<file path="config.mk">
export PLATFORM = sky130hd
export DESIGN_NAME = ndf_diag_flags
export DESIGN_NICKNAME = d
export VERILOG_FILES = /design/src/ndf_pkg.sv /design/src/ndf_diag_flags.sv /design/src/ndf_refusal_counter.sv /design/src/ndf_sync.sv
export SDC_FILE = /design/constraint.sdc
export NUM_CORES = 1
export LEC_CHECK = 0
export BUFFER_PORTS_ARGS = -buffer_cell sky130_fd_sc_hd__buf_4
export CAP_MARGIN = 0
export CELL_PAD_IN_SITES_DETAIL_PLACEMENT = 1
export CELL_PAD_IN_SITES_GLOBAL_PLACEMENT = 1
export CORE_MARGIN = 3
export CORE_UTILIZATION = 36
export CTS_BUF_LIST = sky130_fd_sc_hd__clkbuf_16
export CTS_CLUSTER_DIAMETER = 40
export DETAILED_ROUTE_END_ITERATION = 10
export PLACE_DENSITY_LB_ADDON = 0.1
export SYNTH_ARGS = -nofsm -noshare
export SYNTH_HDL_FRONTEND = slang
export SYNTH_SLANG_ARGS = --single-unit
</file>
<file path="constraint.sdc">
create_clock -name pclk -period 2.3 [get_ports pclk]
set_input_delay 0.23 -clock pclk [delete_from_list [all_inputs] [get_ports pclk]]
set_output_delay 0.23 -clock pclk [all_outputs]
set_load 0.02 [all_outputs]
</file>
<file path="src/ndf_pkg.sv">
// Purpose: shared constants of the network diagnostic flag block
// Assumes: 32-bit APB data, one aligned word per register
// Notes:   all offsets are byte addresses
package ndf_pkg;

  // register byte offsets
  localparam logic [7:0] ADDR_DIAG        = 8'h00; // diagnostic flags, read only
  localparam logic [7:0] ADDR_MASK        = 8'h04; // interrupt_mask_register
  localparam logic [7:0] ADDR_EVENT       = 8'h08; // sticky event bits, write one to clear
  localparam logic [7:0] ADDR_CTRL        = 8'h0c; // control bits
  localparam logic [7:0] ADDR_NODE_ID     = 8'h10; // this node's identity
  localparam logic [7:0] ADDR_PROBE_ID    = 8'h14; // tentative identity to probe for
  localparam logic [7:0] ADDR_SUCCESSOR   = 8'h18; // next identity, read clears bit 1
  localparam logic [7:0] ADDR_MAIN_STATUS = 8'h1c; // main status, reconfiguration bit
  localparam logic [7:0] ADDR_COMMAND     = 8'h20; // command, write only

  // diagnostic flag bit positions
  localparam int BIT_SELF_RECONFIGURATION_FLAG = 7; // self_caused_reconfig_flag
  localparam int BIT_DUPLICATE  = 6; // duplicate_node_flag
  localparam int BIT_ACTIVITY   = 5; // line_activity_flag
  localparam int BIT_TOKEN_SEEN = 4; // token seen from another node
  localparam int BIT_EXCESS     = 3; // excess_refusal_flag
  localparam int BIT_PROBE      = 2; // probe_identity_match_flag
  localparam int BIT_SUCCESSOR  = 1; // successor_changed_flag

  // main status and control bit positions
  localparam int BIT_RECONFIG   = 2; // reconfiguration_flag in main status
  localparam int BIT_TX_ON      = 0; // control: transmitter on, node on line
  localparam int BIT_SHORT_LIM  = 1; // control: use the short refusal limit

  // flags that drive the interrupt as levels through the mask
  localparam logic [7:0] LEVEL_IRQ_BITS = 8'h0a;
  // bits that exist in the diagnostic register (low bit reserved)
  localparam logic [7:0] DIAG_USED_BITS = 8'hfe;

  // reset values
  localparam logic [7:0] RESET_FLAGS = 8'h00;
  localparam logic [7:0] RESET_MASK  = 8'h00;
  localparam logic [7:0] RESET_CTRL  = 8'h00;
  localparam logic [7:0] RESET_ID    = 8'h00;

  // command that clears the diagnostic flags other than duplicate and successor, and the reconfiguration flag
  localparam logic [7:0] CMD_CLEAR_FLAGS = 8'h1e;

  // refusal counts that raise the excess flag
  localparam int REFUSAL_LONG_LIMIT  = 128;
  localparam int REFUSAL_SHORT_LIMIT = 4;

endpackage

</file>
<file path="src/ndf_diag_flags.sv">
// Purpose: diagnostic status flags of a token bus network core, APB slave
// Assumes: event inputs are one-cycle pulses from the protocol engine on pclk
// Notes:   receive_input_line is a pin and is synchronised
//
// Chosen here: register access over APB and the placing of the registers.
`timescale 1ns/1ns
`default_nettype none
module ndf_diag_flags (
  input  wire logic        pclk,                // core clock, 50 MHz
  input  wire logic        presetn,             // asynchronous reset, active low
  input  wire logic        psel,                // apb select
  input  wire logic        penable,             // apb access phase
  input  wire logic        pwrite,              // apb write
  input  wire logic [7:0]  paddr,               // apb byte address
  input  wire logic [31:0] pwdata,              // apb write data
  output logic [31:0]      prdata,              // apb read data
  output logic             pready,              // apb ready
  output logic             pslverr,             // apb error, unmapped address
  input  wire logic        receive_input_line,  // network receive pin
  input  wire logic        lost_token_timeout,  // pulse: lost token timer expired
  input  wire logic        line_idle_timeout,   // pulse: line idle timer expired
  input  wire logic        token_done,          // pulse: token frame ended
  input  wire logic [7:0]  token_did1,          // first destination identity
  input  wire logic [7:0]  token_did2,          // second destination identity
  input  wire logic        token_eot_ok,        // end of transmission verified
  input  wire logic        token_zeros_ok,      // trailing zeros verified
  input  wire logic        token_answered,      // a response followed the token
  input  wire logic        token_from_self,     // token sent by this node
  input  wire logic        token_for_self,      // this node received the token
  input  wire logic        refusal,             // pulse: enquiry refused
  input  wire logic        successor_update,    // pulse: next identity changed
  input  wire logic [7:0]  successor_id,        // new next identity
  output logic             irq                  // level interrupt, active high
);

  logic [7:0] flags;         // diagnostic flags
  logic [7:0] next_flags;    // next diagnostic flags
  logic [7:0] set_ev;        // set pulses per flag
  logic [7:0] mask;          // interrupt_mask_register
  logic [7:0] events;        // sticky events
  logic [7:0] ctrl;          // control bits
  logic [7:0] node_id;       // own identity
  logic [7:0] probe_id;      // tentative identity
  logic [7:0] successor;     // next identity
  logic       reconfig;      // reconfiguration_flag
  logic       rx_level;      // synchronised receive line
  logic       excess_hit;    // refusal limit reached
  logic       setup;         // apb setup cycle
  logic       wr_acc;        // apb write access
  logic       rd_acc;        // apb read access
  logic       mapped;        // address decodes
  logic       clr_cmd;       // clear flags command written
  logic       dup_match;     // duplicate identity seen
  logic       probe_match;   // probe identity answered
  logic [7:0] read_mux;      // read value

  // bus phases
  assign setup  = psel && !penable;
  assign wr_acc = psel && penable && pwrite;
  assign rd_acc = psel && penable && !pwrite;
  assign pready = 1'b1;

  // address decode
  always_comb begin
    case (paddr)
      ndf_pkg::ADDR_DIAG, ndf_pkg::ADDR_MASK, ndf_pkg::ADDR_EVENT,
      ndf_pkg::ADDR_CTRL, ndf_pkg::ADDR_NODE_ID, ndf_pkg::ADDR_PROBE_ID,
      ndf_pkg::ADDR_SUCCESSOR, ndf_pkg::ADDR_MAIN_STATUS,
      ndf_pkg::ADDR_COMMAND: mapped = 1'b1;
      default:               mapped = 1'b0;
    endcase
  end
  assign pslverr = psel && penable && !mapped;

  // receive pin through two flip-flops
  ndf_sync u_rx_sync (
    .clk   (pclk),
    .rst_n (presetn),
    .d     (receive_input_line),
    .q     (rx_level)
  );

  // refusal counting
  ndf_refusal_counter u_refusals (
    .clk       (pclk),
    .rst_n     (presetn),
    .refusal   (refusal),
    .clear     (clr_cmd),
    .short_sel (ctrl[ndf_pkg::BIT_SHORT_LIM]),
    .hit       (excess_hit)
  );

  // clear flags command
  assign clr_cmd = wr_acc && paddr == ndf_pkg::ADDR_COMMAND
                   && pwdata[7:0] == ndf_pkg::CMD_CLEAR_FLAGS;

  // token checks
  assign dup_match = token_done && token_answered && token_eot_ok && token_zeros_ok
                     && token_did1 == node_id && token_did2 == node_id;
  assign probe_match = token_done && token_answered && token_eot_ok
                       && token_did1 == probe_id;

  // set pulses per flag
  always_comb begin
    set_ev                          = 8'h00;
    set_ev[ndf_pkg::BIT_SELF_RECONFIGURATION_FLAG] = lost_token_timeout;
    set_ev[ndf_pkg::BIT_DUPLICATE]  = dup_match
      || (ctrl[ndf_pkg::BIT_TX_ON] && token_for_self);
    set_ev[ndf_pkg::BIT_ACTIVITY]   = rx_level;
    set_ev[ndf_pkg::BIT_TOKEN_SEEN] = token_done && !token_from_self;
    set_ev[ndf_pkg::BIT_EXCESS]     = excess_hit;
    set_ev[ndf_pkg::BIT_PROBE]      = probe_match;
    set_ev[ndf_pkg::BIT_SUCCESSOR]  = successor_update;
  end

  // flag next state; a set always wins over a clear
  always_comb begin
    next_flags = flags;
    if (clr_cmd) begin
      // command clears everything except duplicate and successor
      next_flags[ndf_pkg::BIT_SELF_RECONFIGURATION_FLAG] = 1'b0;
      next_flags[ndf_pkg::BIT_ACTIVITY]   = 1'b0;
      next_flags[ndf_pkg::BIT_TOKEN_SEEN] = 1'b0;
      next_flags[ndf_pkg::BIT_EXCESS]     = 1'b0;
      next_flags[ndf_pkg::BIT_PROBE]      = 1'b0;
    end
    if (rd_acc && paddr == ndf_pkg::ADDR_DIAG) begin
      next_flags[ndf_pkg::BIT_DUPLICATE] = 1'b0;
    end
    if (rd_acc && paddr == ndf_pkg::ADDR_SUCCESSOR) begin
      next_flags[ndf_pkg::BIT_SUCCESSOR] = 1'b0;
    end
    next_flags = (next_flags | set_ev) & ndf_pkg::DIAG_USED_BITS;
  end

  // diagnostic flags; of the bus writes only the clear command reaches them
  always_ff @(posedge pclk or negedge presetn) begin
    if (!presetn) begin
      flags <= ndf_pkg::RESET_FLAGS;
    end else begin
      flags <= next_flags;
    end
  end

  // sticky events, write one to clear, set wins
  always_ff @(posedge pclk or negedge presetn) begin
    if (!presetn) begin
      events <= ndf_pkg::RESET_FLAGS;
    end else if (wr_acc && paddr == ndf_pkg::ADDR_EVENT) begin
      events <= (events & ~pwdata[7:0]) | set_ev;
    end else begin
      events <= events | set_ev;
    end
  end

  // software registers
  always_ff @(posedge pclk or negedge presetn) begin
    if (!presetn) begin
      mask     <= ndf_pkg::RESET_MASK;
      ctrl     <= ndf_pkg::RESET_CTRL;
      node_id  <= ndf_pkg::RESET_ID;
      probe_id <= ndf_pkg::RESET_ID;
    end else if (wr_acc) begin
      case (paddr)
        ndf_pkg::ADDR_MASK:     mask     <= pwdata[7:0];
        ndf_pkg::ADDR_CTRL:     ctrl     <= pwdata[7:0];
        ndf_pkg::ADDR_NODE_ID:  node_id  <= pwdata[7:0];
        ndf_pkg::ADDR_PROBE_ID: probe_id <= pwdata[7:0];
        default:                ;  // read-only, written in other blocks, or unmapped
      endcase
    end
  end

  // next identity held from the protocol engine
  always_ff @(posedge pclk or negedge presetn) begin
    if (!presetn) begin
      successor <= ndf_pkg::RESET_ID;
    end else if (successor_update) begin
      successor <= successor_id;
    end
  end

  // main reconfiguration flag, set wins over the clear command
  always_ff @(posedge pclk or negedge presetn) begin
    if (!presetn) begin
      reconfig <= 1'b0;
    end else if (line_idle_timeout) begin
      reconfig <= 1'b1;
    end else if (clr_cmd) begin
      reconfig <= 1'b0;
    end
  end

  // read value selection
  always_comb begin
    read_mux = 8'h00;
    case (paddr)
      ndf_pkg::ADDR_DIAG:        read_mux = flags;
      ndf_pkg::ADDR_MASK:        read_mux = mask;
      ndf_pkg::ADDR_EVENT:       read_mux = events;
      ndf_pkg::ADDR_CTRL:        read_mux = ctrl;
      ndf_pkg::ADDR_NODE_ID:     read_mux = node_id;
      ndf_pkg::ADDR_PROBE_ID:    read_mux = probe_id;
      ndf_pkg::ADDR_SUCCESSOR:   read_mux = successor;
      ndf_pkg::ADDR_MAIN_STATUS: read_mux[ndf_pkg::BIT_RECONFIG] = reconfig;
      default:                   read_mux = 8'h00;
    endcase
  end

  // read data captured in the setup cycle, stable through access
  always_ff @(posedge pclk or negedge presetn) begin
    if (!presetn) begin
      prdata <= 32'h0000_0000;
    end else if (setup && !pwrite) begin
      prdata <= {24'h00_0000, read_mux};
    end
  end

  // interrupt: level flags and sticky events through one mask
  always_ff @(posedge pclk or negedge presetn) begin
    if (!presetn) begin
      irq <= 1'b0;
    end else begin
      irq <= |(mask & ((next_flags & ndf_pkg::LEVEL_IRQ_BITS)
                | ((events | set_ev) & ~ndf_pkg::LEVEL_IRQ_BITS)));
    end
  end

  // helper count of refusals since the last clear, kept apart from the counter
  logic [7:0] chk_refusals;   // refusals since clear, saturating
  logic       chk_short_used; // a refusal came under the short limit since clear

  always_ff @(posedge pclk or negedge presetn) begin
    if (!presetn) begin
      chk_refusals   <= 8'h00;
      chk_short_used <= 1'b0;
    end else if (clr_cmd) begin
      chk_refusals   <= 8'h00;
      chk_short_used <= 1'b0;
    end else if (refusal) begin
      chk_refusals   <= chk_refusals + {7'h00, chk_refusals != 8'hff};
      chk_short_used <= chk_short_used || ctrl[ndf_pkg::BIT_SHORT_LIM];
    end
  end
endmodule
`default_nettype wire

</file>
<file path="src/ndf_refusal_counter.sv">
// Purpose: counts refusals to free buffer enquiries
// Assumes: refusal is a one-cycle pulse on clk
// Notes:   hit pulses once when the chosen limit is reached
`timescale 1ns/1ns
`default_nettype none
module ndf_refusal_counter #(
  parameter int WIDTH       = 8,                              // counter width
  parameter int LONG_LIMIT  = ndf_pkg::REFUSAL_LONG_LIMIT,    // long limit
  parameter int SHORT_LIMIT = ndf_pkg::REFUSAL_SHORT_LIMIT    // short limit
) (
  input  wire logic clk,        // core clock
  input  wire logic rst_n,      // asynchronous reset, active low
  input  wire logic refusal,    // one refusal seen
  input  wire logic clear,      // restart counting
  input  wire logic short_sel,  // select the short limit
  output logic      hit         // pulse: limit reached
);

  logic [WIDTH-1:0] count;      // refusals so far
  logic [WIDTH-1:0] limit;      // active limit

  // refuse limits that the counter cannot reach
  if (LONG_LIMIT >= (1 << WIDTH) || SHORT_LIMIT >= (1 << WIDTH)
      || SHORT_LIMIT < 1 || LONG_LIMIT < 1) begin : g_bad_limits
    $error("ndf_refusal_counter: limits do not fit WIDTH");
  end

  // pick the limit
  assign limit = short_sel ? WIDTH'(SHORT_LIMIT) : WIDTH'(LONG_LIMIT);

  // count refusals, restart at the limit
  always_ff @(posedge clk or negedge rst_n) begin
    if (!rst_n) begin
      count <= '0;
      hit   <= 1'b0;
    end else if (clear) begin
      count <= '0;
      hit   <= 1'b0;
    end else if (refusal && (count + 1'b1) >= limit) begin
      count <= '0;   // limit reached
      hit   <= 1'b1;
    end else begin
      count <= refusal ? count + 1'b1 : count;
      hit   <= 1'b0;
    end
  end

endmodule
`default_nettype wire

</file>
<file path="src/ndf_sync.sv">
// Purpose: two-stage synchroniser for one pin level
// Assumes: d is asynchronous to clk
// Notes:   only the second stage is visible outside
`timescale 1ns/1ns
`default_nettype none
module ndf_sync (
  input  wire logic clk,     // core clock
  input  wire logic rst_n,   // asynchronous reset, active low
  input  wire logic d,       // asynchronous level
  output logic      q        // synchronised level
);

  logic meta; // first stage, read only by q

  // two flip-flops in series
  always_ff @(posedge clk or negedge rst_n) begin
    if (!rst_n) begin
      meta <= 1'b0;
      q    <= 1'b0;
    end else begin
      meta <= d;
      q    <= meta;
    end
  end

endmodule
`default_nettype wire

</file>
# == Word-level counts from Yosys, hierarchy flattened ==
# Cells that the tools add are included.
# totals
register_bits,76
in_bits,80
output_inout_bits,35
wordCells,86
# classes
add_sub_neg,1
magnitude_cmp,1
eq_ne,12
muxes,17
bitwise,7
n_reduce_logical,34
# ops
op,count
$eq A8 B5 Y1 const B,5
$mux W8,5
$pmux W5 S7,1
$eq A8 B8 Y1,3
$or A8 B8 Y8,3
$logic_and A1 B1 Y1,20
$and A8 B8 Y8,2
$eq A8 B4 Y1 const B,2
$pmux W2 S7,1
$reduce_or A9 Y1,1
$add A8 B1 Y8 const B,1
$eq A8 B3 Y1 const B,1
$eq A8 B6 Y1 const B,1
$ge A8 B8 Y1,1
$logic_not A8 Y1,1
$mux W1,8
$not A8 Y8,1
$or A4 B8 Y8,1
$pmux W1 S8,1
$reduce_and A2 Y1,4
$reduce_or A8 Y1,1
$logic_not A1 Y1,4
$mux W4,1
$reduce_bool A3 Y1,1
other kinds (2),2

# == Depth between registers and ports, before layout ==
# Gate-level depths: netlist of run 1.
# logic_depth
word_depth,10
depth_mapped,10
depth_no_buf,9

# == Cells and area by module ==
# From an unflattened synthesis of run 1, not the netlist that was laid out.
# unflattened
hier_cells,390
hier_area_um2,4231.6
# by_module_without_submodules
module,n_inst,cells_per_inst,area_per_inst_um2,seq_area_each_um2
ndf_diag_flags,1,312,3507.1,1626.6
ndf_refusal_counter,1,76,674.4,225.2
ndf_sync,1,2,50.0,50.0

# == Worst setup path after synthesis of run 1 ==
# No wires, ideal clock.
# synth_path
path_type,reg2reg
from,register u_refusals.count[0]
to,register u_refusals.hit
setup_ps,67
t_arrival_ps,2135
required_ps,2233
slack_ps,98
stages_incl_launch_ff,10
path_buffers,1
period_less_slack_ps,2202
cell_sequence,dfrtp_1 > ha_1 > clkbuf_1 > xnor2_1 > ha_1 > and3b_1 > o211ai_1 > o221ai_1 > a21boi_1 > and2_1
# synth_between
elab_chain_len,5
# synth_lines
element,line_no,source
start: declaration,ndf_refusal_counter.sv:19,logic [WIDTH-1:0] count;
start signal: assignment,ndf_refusal_counter.sv:43,count <= refusal ? count + 1'b1 : count;
$add A8 B1 Y8,ndf_refusal_counter.sv:39,end else if (refusal && (count + 1'b1) >= limit) begin
$ge A8 B8 Y1,ndf_refusal_counter.sv:39,
$logic_and A1 B1 Y1,ndf_refusal_counter.sv:39,
$mux W1,ndf_refusal_counter.sv:39,
$mux W1,ndf_refusal_counter.sv:36,end else if (clear) begin
end signal: assignment,ndf_refusal_counter.sv:35,hit <= 1'b0;
end signal: assignment,ndf_refusal_counter.sv:38,hit <= 1'b0;
end signal: assignment,ndf_refusal_counter.sv:41,hit <= 1'b1;
end: declaration,ndf_refusal_counter.sv:16,output logic hit
# Every way passes these cells.
# A chain may end at the register's enable or synchronous reset.

# == Final worst setup path of run 1 ==
# layout_path
from,register u_refusals.count[0]
to,register u_refusals.count[6]
# layout_between
elab_chain_len,5
elab_cells_between_ends,7
classes_between,1 x add/sub; 1 x order compare; 3 x mux; 2 x reduce/logical
# layout_lines
element,line_no
$add A8 B1 Y8 *,"ndf_refusal_counter.sv:39, ndf_refusal_counter.sv:43"
$ge A8 B8 Y1,ndf_refusal_counter.sv:39
$logic_and A1 B1 Y1,ndf_refusal_counter.sv:39
$mux W8,ndf_refusal_counter.sv:39
$mux W8,ndf_refusal_counter.sv:36
# Mark *: on every way between the ends. The rest lies on a longest branch, timed or not. The select of a mux whose other input is x is not followed.

==> flow_metrics.py, run 1 <==
metrics = {
    "worst_setup_path": {
        "cp_max_fo": 5,
        "required_ps": 2530,
        "arrival_ps": 2340,
        "endpoint_kind": "flip-flop",
        "crit_path_start_kind": "flip-flop",
        "critPathKind": "flip-flop to flip-flop",
    },
    "routing": {
        "ant_nets": 0,
        "drt_iter0_drc": 122,
        "wl_per_cell_um": 18.7,
        "route.detailed.drc": 0,
        "viasPerCell": 5.30,
        "dr_total_vias": 3190,
        "firstDrtPassIters": 5,
        "wl_um": 11200,
    },
    "synthesis": {
        "postSynthCellCount": 380,
        "synthMuxAreaShare": 0.146,
        "netlist_area_mm2": 0.00410,
        "synth_fa_ha_area_frac": 0.00915,
        "yosys_register_bits": 76,
        "synth_compound_area_frac": 0.117,
        "synth_ff_type": "dfrtp_1",
        "avgSynthCellArea_um2": 10.8,
        "synth_top_family_by_area": "simple AND/OR/NAND/NOR gates",
        "ys_types": 56,
        "synthXorXnorAreaFrac": 0.0342,
        "synth_edf_count": 0,
        "yosysWarnings": 0,
        "async_reset_ff_frac": 1.00,
        "synth_simple_gate_area_frac": 0.166,
        "seq_area_frac_synth": 0.464,
    },
    "finish": {
        "final_area_mm2": 0.00507,
        "area_delta_synth_final_pct": 23.7,
        "layout_common_cells": "buf_4, dfrtp_1, mux2_2",
        "diodes": 0,
        "layout_commonest_cell": "buf_4",
        "area.sequential_mm2": 0.00190,
        "drive_gt1_frac": 0.323,
        "fillers": 1200,
        "multi_input_comb_area_mm2": 0.00204,
        "final_nets": 540,
    },
    "outcome": {
        "status": "finished clean",
    },
    "die": {
        "die_area_mm2": 0.0127,
        "die_h_um": 113,
        "fp.coreArea_mm2": 0.0110,
        "pin_count": 115,
        "num_rows": 38,
        "initial_utilization": 0.373,
        "die_w_um": 113,
    },
    "clocking": {
        "cts_buffer_depth": 2,
        "clk_pin_slew_ps": 60,
        "cts_made_buffers": 9,
        "root_buffer": "clkbuf_16",
        "clk_latency_ps": 330,
        "cts_setup_buffers": 0,
        "cts_tree": "done",
        "htreeDepth": 3,
        "clock-sinks": 76,
    },
    "global_route": {
        "met1_usage": 0.258,
        "antenna_found_initial": 0,
        "grt_pass1_wl_um": 18100,
        "grt_use_met2": 0.292,
        "grt.busiest_layer": "met2",
        "grt_usage": 0.183,
        "use_met3": 0.0406,
        "grt.overflow.total": 0,
        "grt_max_degree": 43,
        "grt_pass1_vias": 3291,
    },
    "pwr": {
        "internal_power_mw": 2.67,
        "powerDensity_mw_per_mm2": 720,
        "combPwrFrac": 0.160,
        "ir_drop_mv": 0.380,
        "clockPowerShare": 0.424,
        "pwr-share-seq": 0.417,
        "p_leak_nw": 2.37,
        "p_total_mw": 3.65,
        "p_sw_frac": 0.270,
        "p_sw_mw": 0.986,
    },
    "worst_hold_path": {
        "hp-class": "input pin to flip-flop",
    },
    "sta": {
        "drv_slew": 0,
        "clock_skew_ps": 8.86,
        "final_hold_viol_count": 0,
        "setup_tns_ps": 0,
        "tightest_slew_ps": 561,
        "relSlewSlack": 0.626,
        "setup_viol": 0,
        "period_needed_ps": 2110,
        "period_share": 0.918,
        "max_freq_mhz": 473,
        "hold_ws_ps": 81.9,
    },
    "place": {
        "dp_hpwl_um": 8700,
        "io_buffers": 65,
        "placed_cell_area_mm2": 0.00473,
        "gp_congestion": 0.773,
    },
    "job": {
        "drv_cap": 0,
    },
}
-- through the flow --
| step | cells | utilization | setup WS, ps |
|---|---|---|---|
| after global routing | 602 | 0.462 | -4.00 |
| final | 602 | 0.462 | 188 |
| after floorplan | 403 | - | 98.4 |
| after detailed placement | 584 | 0.430 | 121 |
| after CTS | 602 | 0.461 | 91.2 |
| after global placement | 584 | 0.430 | 168 |
-- cells in the mapped netlist, types with 2 or more instances --
library cell / n / share of area
buf_2: 4 / 0.0049
ha_1: 3 / 0.0092
nand3_1: 16 / 0.020
nand3b_1: 3 / 0.0055
conb_1: 2 / 0.0018
a21o_1: 13 / 0.024
dfrtp_1: 76 / 0.46
o21ai_0: 7 / 0.0085
a31oi_1: 5 / 0.0076
nor3b_1: 3 / 0.0055
buf_4: 25 / 0.046
nand4_1: 6 / 0.0092
nor2b_1: 2 / 0.0031
o22ai_1: 6 / 0.0092
a221o_1: 2 / 0.0049
or3_1: 4 / 0.0061
a211oi_1: 5 / 0.0092
mux2_2: 44 / 0.12
and4b_1: 3 / 0.0073
a22oi_1: 2 / 0.0037
clkbuf_1: 7 / 0.0064
nor2_1: 22 / 0.020
mux2i_1: 8 / 0.020
xnor2_1: 15 / 0.032
and2_1: 3 / 0.0046
nand2_1: 34 / 0.031
a21oi_1: 6 / 0.0073
and4_1: 4 / 0.0085
nor3_1: 8 / 0.0098
a221oi_1: 3 / 0.0064
a22o_1: 4 / 0.0085
a222oi_1: 2 / 0.0049
and3_1: 9 / 0.014
a32oi_1: 2 / 0.0043
-- state kept, by name, summed over array words and instances (netlist names), 7 cells and up --
register	cells
ctrl	8
events	8
mask	8
node_id	8
prdata	8
probe_id	8
successor	8
u_refusals.count	8
flags	7
-- what timing repair did --
action / in CTS / in global routing
gates resized for setup: 0 / 2
setup endpoints to repair: 0 / 5
hold buffers: 2 / 0
hold endpoints to repair: 42 / 0
-- cells by family after synthesis --
family          Yosys count
compound gates           66
xor+xnor                 16
fa+ha+maj                 3
buf+inv                  39
flops                    76
mux                      53
other cells               2
simple gates            125
-- power groups by stage --
stage                     clock network, mW  logic, mW  registers [mW]
after floorplan                           0      0.346            1.55
after global placement                    0      0.573            1.54
after detailed placement                  0      0.585            1.55
after CTS                              1.57      0.591            1.53
after global routing                   1.65      0.651            1.54
final                                  1.55      0.583            1.52
-- routing by layer --
| metal | wire, um | vias to the layer above |
|---|---|---|
| li1 | - | 1503 |
| met1 | 5140 | 1603 |
| met2 | 5450 | 71 |
| met3 | 493 | 13 |
| met4 | 155 | 0 |
| met5 | 0 | - |
-- layout make-up --
class / count / area share
clock buffer: 9 / 0.0444
clock inverter: 7 / 0.0192
multi-input combinational: 288 / 0.402
sequential: 76 / 0.375
tap: 140 / 0.0345
timing repair buffer: 82 / 0.125
-- worst max-delay path, cell delays in order (launching register included) --
cell      delay, ps
dfrtp_1         410
ha_1            230
xnor2_1         140
ha_1            290
and3b_1         170
o211ai_1        170
o221ai_1        180
a21boi_2        200
buf_4           160
nor2_1           50
-- path summary, 6_finish.rpt --
check                                          from             endpoint  slack (ps)  cells after the start
worst max-delay path            u_refusals.count[0]  u_refusals.count[6]         190                      9
worst max register to register  u_refusals.count[0]  u_refusals.count[6]         190                      9
max in group asynchronous                   presetn              ctrl[4]        1280                      3
worst min register to register       u_rx_sync.meta          u_rx_sync.q         370                      0
worst min-delay path              line_idle_timeout             reconfig          80                      2
min in group asynchronous                   presetn           node_id[0]         430                      2
Power figures use the tool's default switching activity.
==> inputs of run 2 (changes only) <==
- CELL_PAD_IN_SITES_DETAIL_PLACEMENT: 1 -> unset
- CELL_PAD_IN_SITES_GLOBAL_PLACEMENT: 1 -> unset
- CORE_UTILIZATION: 36 -> 44
- PLACE_DENSITY: unset -> 0.72
- PLACE_DENSITY_LB_ADDON: 0.1 -> unset
- REMOVE_ABC_BUFFERS: unset -> 1
==> run 2 against run 1 <==
Effect of this change: wire length decreased by 6.1%; combinational power about the same; final area decreased by 1.5%; count of clock-buffer cells in the layout unchanged; hold slack got worse by 74 ps; final cell count decreased by 5.5%; sequential share of layout area increased by 0.59 points; utilization increased by 10 points; clock skew decreased by 2.5 ps; critical endpoint is now u_refusals.hit; register-to-register slack got worse by 30 ps.
==> flow_metrics.py, run 2 (synthesized netlist as in run 1, its figures left out) <==
metrics = {
    "die": {
        "pin_count": 115,
        "num_rows": 34,
        "die_area_mm2": 0.0105,
        "initial_utilization": 0.461,
        "die_h_um": 103,
        "fp.coreArea_mm2": 0.00889,
        "die_w_um": 103,
    },
    "sta": {
        "relSlewSlack": 0.364,
        "tightest_slew_ps": 954,
        "period_needed_ps": 2150,
        "drv_slew": 0,
        "clock_skew_ps": 6.31,
        "setup_tns_ps": 0,
        "period_share": 0.933,
        "max_freq_mhz": 466,
        "final_hold_viol_count": 0,
        "setup_viol": 0,
        "rsz0062_at_grt": "false",
        "layout_setup_ws_ps": 155,
        "hold_ws_ps": 7.79,
    },
    "pwr": {
        "ir_drop_mv": 0.329,
        "p_leak_nw": 2.37,
        "powerDensity_mw_per_mm2": 715,
        "p_total_mw": 3.57,
    },
    "clocking": {
        "root_buffer": "clkbuf_16",
        "htreeDepth": 3,
        "cts_made_buffers": 9,
        "clock-sinks": 76,
        "clk_pin_slew_ps": 50,
        "cts_tree": "done",
        "clk_latency_ps": 330,
        "cts_hold_buffers": 0,
        "cts_buffer_depth": 2,
    },
    "place": {
        "pre_cts_slack_ps": 145,
        "dp_hpwl_um": 7670,
        "io_buffers": 65,
        "gp_congestion": 0.895,
    },
    "routing": {
        "route.detailed.drc": 0,
        "viasPerCell": 5.79,
        "wl_um": 10600,
        "drt_iter0_drc": 293,
        "wl_per_cell_um": 18.5,
        "ant_nets": 0,
        "firstDrtPassIters": 5,
        "dr_total_vias": 3292,
    },
    "worst_hold_path": {
        "holdPathEnd": "u_rx_sync.meta",
        "hold_path_startpoint": "receive_input_line",
        "hp-class": "input pin to flip-flop",
        "hold_path_depth": 1,
    },
    "worst_setup_path": {
        "critPathKind": "flip-flop to flip-flop",
        "required_ps": 2560,
        "cp_max_fo": 7,
        "crit_path_start_kind": "flip-flop",
        "arrival_ps": 2410,
        "cpMostUsedCell": "ha_1",
        "r2r_start": "u_refusals.count[0]",
        "path_cells": "ha_1, xnor2_1, ha_1, and3b_1, o211ai_1, o221ai_2, a21boi_1, buf_4, and2_1",
        "ff2ff_path_depth": 9,
        "cp_slowest_cell": "dfrtp_1",
        "timing.rr.end": "u_refusals.hit",
        "endpoint_kind": "flip-flop",
        "slowest_delay_ps": 400,
        "r2r_slack_ps": 150,
    },
    "global_route": {
        "grt_usage": 0.205,
        "grt_pass1_wl_um": 16400,
        "grt_pass1_vias": 3128,
        "grt.overflow.total": 0,
        "antenna_found_initial": 0,
        "grt_max_degree": 77,
    },
    "finish": {
        "drive_gt1_frac": 0.321,
        "layout_commonest_cell": "buf_4",
        "area_delta_synth_final_pct": 21.9,
        "layout_common_cells": "buf_4, dfrtp_1, mux2_2",
        "final_nets": 539,
        "fillers": 774,
        "diodes": 0,
    },
    "job": {
        "drv_cap": 0,
    },
    "outcome": {
        "status": "finished clean",
    },
}
run 2: per-layer routing:
metal  global-route usage  part of all wire
met1                0.286              0.42
met2                0.324              0.48
met3               0.0386             0.070
met4               0.0646             0.021
met5                    0                 0
run 2: stage by stage:
stage	utilization	instances	area [um^2]
after floorplan	-	364	3930
after global placement	0.526	552	4670
after detailed placement	0.526	552	4670
after CTS	0.560	568	4980
after global routing	0.562	569	5000
final	0.562	569	5000
run 2: repair_timing:
| action | in CTS | in global routing |
|---|---|---|
| hold endpoints to repair | 0 | 0 |
| setup endpoints to repair | 0 | 7 |
| setup buffers | 0 | 1 |
| gates resized for setup | 0 | 3 |
run 2: how the worst max path moves through the flow:
stage,start,endpoint,slack [ps],cells past startpoint
after floorplan,u_refusals.count[0],u_refusals.hit,170,8
after CTS,u_refusals.count[0],u_refusals.hit,110,9
after detailed placement,u_refusals.count[2],u_refusals.hit,140,10
after global routing,u_refusals.count[1],u_refusals.hit,20,9
after global placement,u_refusals.count[2],u_refusals.hit,240,10
final,u_refusals.count[0],u_refusals.hit,150,9
run 2: power breakdown:
part	internal, mW	total (mW)	switching [mW]
registers	1.44	1.53	0.0905
clock network	0.935	1.46	0.523
logic	0.273	0.584	0.311
total	2.65	3.57	0.925
run 2: layout make-up:
cell class | count | area (um^2) | share of cell area
clock buffers | 9 | 225 | 0.0451
clock inverters | 7 | 83.8 | 0.0168
multi-input cells | 288 | 2040 | 0.409
flip-flops and latches | 76 | 1900 | 0.381
well taps | 108 | 135 | 0.0270
repair buffers | 81 | 608 | 0.122
run 2: worst max-delay path, delay by kind of cell, from the launching register on:
kind	cells	cell delay, ps
AO/OA/AOI/OAI	3	560
XOR/XNOR	1	130
adder cells (fa/ha/maj)	2	530
buffers and inverters	1	160
flip-flops	1	400
AND/OR/NAND/NOR	2	300
==> inputs of run 3 (changes only) <==
- CELL_PAD_IN_SITES_DETAIL_PLACEMENT: unset -> 0
- CELL_PAD_IN_SITES_GLOBAL_PLACEMENT: unset -> 1
- CORE_UTILIZATION: 44 -> 30
- PLACE_DENSITY: 0.72 -> unset
- PLACE_DENSITY_LB_ADDON: unset -> 0.1
- SYNTH_HIERARCHICAL: unset -> 1
==> run 3 against run 2 <==
Effect of this change: clock power shrank 6%; critical path depth shrank 1; hold slack gained 84 ps; fmax grew 4.0%; largest cell class unchanged; first-iteration DRC count shrank 18%; sequential power shrank 4%.
==> flow_metrics.py, run 3 <==
metrics = {
    "place": {
        "gp_congestion": 0.816,
        "placed_cell_area_mm2": 0.00495,
        "dp_hpwl_um": 9110,
        "io_buffers": 65,
        "pre_cts_slack_ps": 162,
        "numPlacedInstances": 639,
    },
    "pwr": {
        "ir_drop_mv": 0.449,
        "powerDensity_mw_per_mm2": 630,
        "p_leak_nw": 2.50,
    },
    "global_route": {
        "grt_usage": 0.160,
        "grt.overflow.total": 0,
        "grt_max_degree": 33,
        "grt_pass1_wl_um": 19300,
        "antenna_found_initial": 0,
        "grt_pass1_vias": 3378,
    },
    "worst_setup_path": {
        "critPathKind": "flip-flop to flip-flop",
        "cp_max_fo": 6,
        "required_ps": 2520,
        "arrival_ps": 2280,
        "r2r_slack_ps": 240,
        "endpoint_kind": "flip-flop",
        "timing.rr.end": "u_refusals/count[7]",
        "r2r_start": "u_refusals/count[1]",
        "ff2ff_path_depth": 8,
        "setup.worst_path.start": "u_refusals/count[1]",
        "crit_path_start_kind": "flip-flop",
    },
    "synthesis": {
        "synth_edf_count": 0,
        "netlist_area_mm2": 0.00423,
        "synth_top_cells_by_count": "dfrtp_1, mux2_2, a21oi_1, buf_4, nand3_1",
        "yosysWarnings": 6,
        "ys_types": 62,
        "async_reset_ff_frac": 1.00,
        "yosysTopAreaCell": "dfrtp_1",
        "netlist.area_leader.share": 0.449,
        "yosys_register_bits": 76,
        "synth_ff_type": "dfrtp_1",
        "synth.most_common_cell": "dfrtp_1",
        "seq_area_frac_synth": 0.449,
        "postSynthCellCount": 390,
        "synthTopCellsByArea": "dfrtp_1, mux2_2, buf_4",
        "avgSynthCellArea_um2": 10.9,
    },
    "worst_hold_path": {
        "hold_path_depth": 2,
        "holdPathEnd": "events[7]",
        "hp-class": "input pin to flip-flop",
        "hold_path_startpoint": "lost_token_timeout",
    },
    "sta": {
        "max_freq_mhz": 485,
        "setup_tns_ps": 0,
        "relSlewSlack": 0.539,
        "final_hold_viol_count": 0,
        "period_needed_ps": 2060,
        "rsz0062_at_grt": "false",
        "setup_viol": 0,
        "drv_slew": 0,
        "clock_skew_ps": 6.97,
        "layout_setup_ws_ps": 238,
        "tightest_slew_ps": 675,
        "period_share": 0.897,
    },
    "routing": {
        "wl_um": 12200,
        "viasPerCell": 5.04,
        "firstDrtPassIters": 5,
        "wl_per_cell_um": 18.5,
        "ant_nets": 0,
        "route.detailed.drc": 0,
        "dr_total_vias": 3309,
        "drt_iter0_drc": 240,
    },
    "die": {
        "num_rows": 42,
        "initial_utilization": 0.313,
        "die_area_mm2": 0.0156,
        "fp.coreArea_mm2": 0.0135,
        "pin_count": 115,
        "die_w_um": 125,
        "die_h_um": 125,
    },
    "finish": {
        "fillers": 1352,
        "multi_input_comb_area_mm2": 0.00212,
        "layout_common_cells": "buf_4, dfrtp_1, mux2_2",
        "final_cells": 657,
        "fin_util": 0.389,
        "area_delta_synth_final_pct": 24.1,
        "final_area_mm2": 0.00525,
        "final_nets": 559,
        "drive_gt1_frac": 0.328,
        "area.sequential_mm2": 0.00190,
        "diodes": 0,
        "layout_commonest_cell": "buf_4",
    },
    "job": {
        "drv_cap": 0,
    },
    "clocking": {
        "htreeDepth": 3,
        "clk_pin_slew_ps": 60,
        "clk_latency_ps": 340,
        "cts_buffer_depth": 2,
        "cts_tree": "done",
        "clock-sinks": 76,
        "root_buffer": "clkbuf_16",
        "cts_made_buffers": 9,
    },
    "outcome": {
        "status": "finished clean",
    },
}
[run 3: layout make-up]
cell class | count | area share
timing repair buffer | 93 | 0.136
inverter | 4 | 0.00286
tap | 176 | 0.0419
clock buffer | 9 | 0.0429
clock inverter | 7 | 0.0112
multi-input combinational | 292 | 0.403
sequential | 76 | 0.362
[run 3: repair_timing]
item / 4_1_cts / 5_1_grt
hold buffers: 2 / 0
setup buffers: 0 / 0
resized for setup: 0 / 0
endpoints found under the hold margin: 31 / 0
setup endpoints to repair: 0 / 0
[run 3: stage by stage]
step           total power [mW]  hold slack, ps
3_5_place_dp               1.96             225
6_report                   3.31            91.8
4_1_cts                    3.36            77.9
2_1_floorplan              1.72           -65.6
5_1_grt                    3.48            73.0
3_3_place_gp               1.96             220
[run 3: cell families after synthesis]
kind of cell | after synthesis | share of synthesized area
other cells | 2 | 0.00177
xor+xnor | 11 | 0.0228
mux | 56 | 0.151
flops | 76 | 0.449
simple gates | 106 | 0.148
buf+inv | 45 | 0.0710
compound gates | 91 | 0.147
fa+ha+maj | 3 | 0.00887
[run 3: worst max-delay path by stage]
stage	endpoint	cells past startpoint	slack, ps
2_1_floorplan	probe_id[0]	4	160
3_3_place_gp	u_refusals/count[1]	6	180
4_1_cts	u_refusals/count[7]	8	230
5_1_grt	events[6]	5	100
6_report	u_refusals/count[7]	8	240
3_5_place_dp	u_refusals/count[7]	6	160
[run 3: per-layer routing]
metal | vias up | global-route usage | wire length, um
li1 | 1566 | - | -
met1 | 1639 | 0.214 | 5570
met2 | 93 | 0.251 | 5650
met3 | 11 | 0.0472 | 730
met4 | 0 | 0.0471 | 217
met5 | - | 0 | 0
[run 3: power breakdown]
| part | internal [mW] | leakage [nW] | switching, mW |
|---|---|---|---|
| logic | 0.220 | 1.38 | 0.251 |
| registers | 1.40 | 0.977 | 0.0678 |
| clock network | 0.824 | 0.141 | 0.546 |
| total | 2.44 | 2.50 | 0.866 |
[run 3: worst max-delay path, cell delays in order (launching register included)]
cell	delay, ps
dfrtp_1	430
ha_1	230
xnor2_1	130
ha_1	310
a211oi_1	50
a311oi_1	310
a211oi_2	90
nand2b_4	170
a41o_1	230
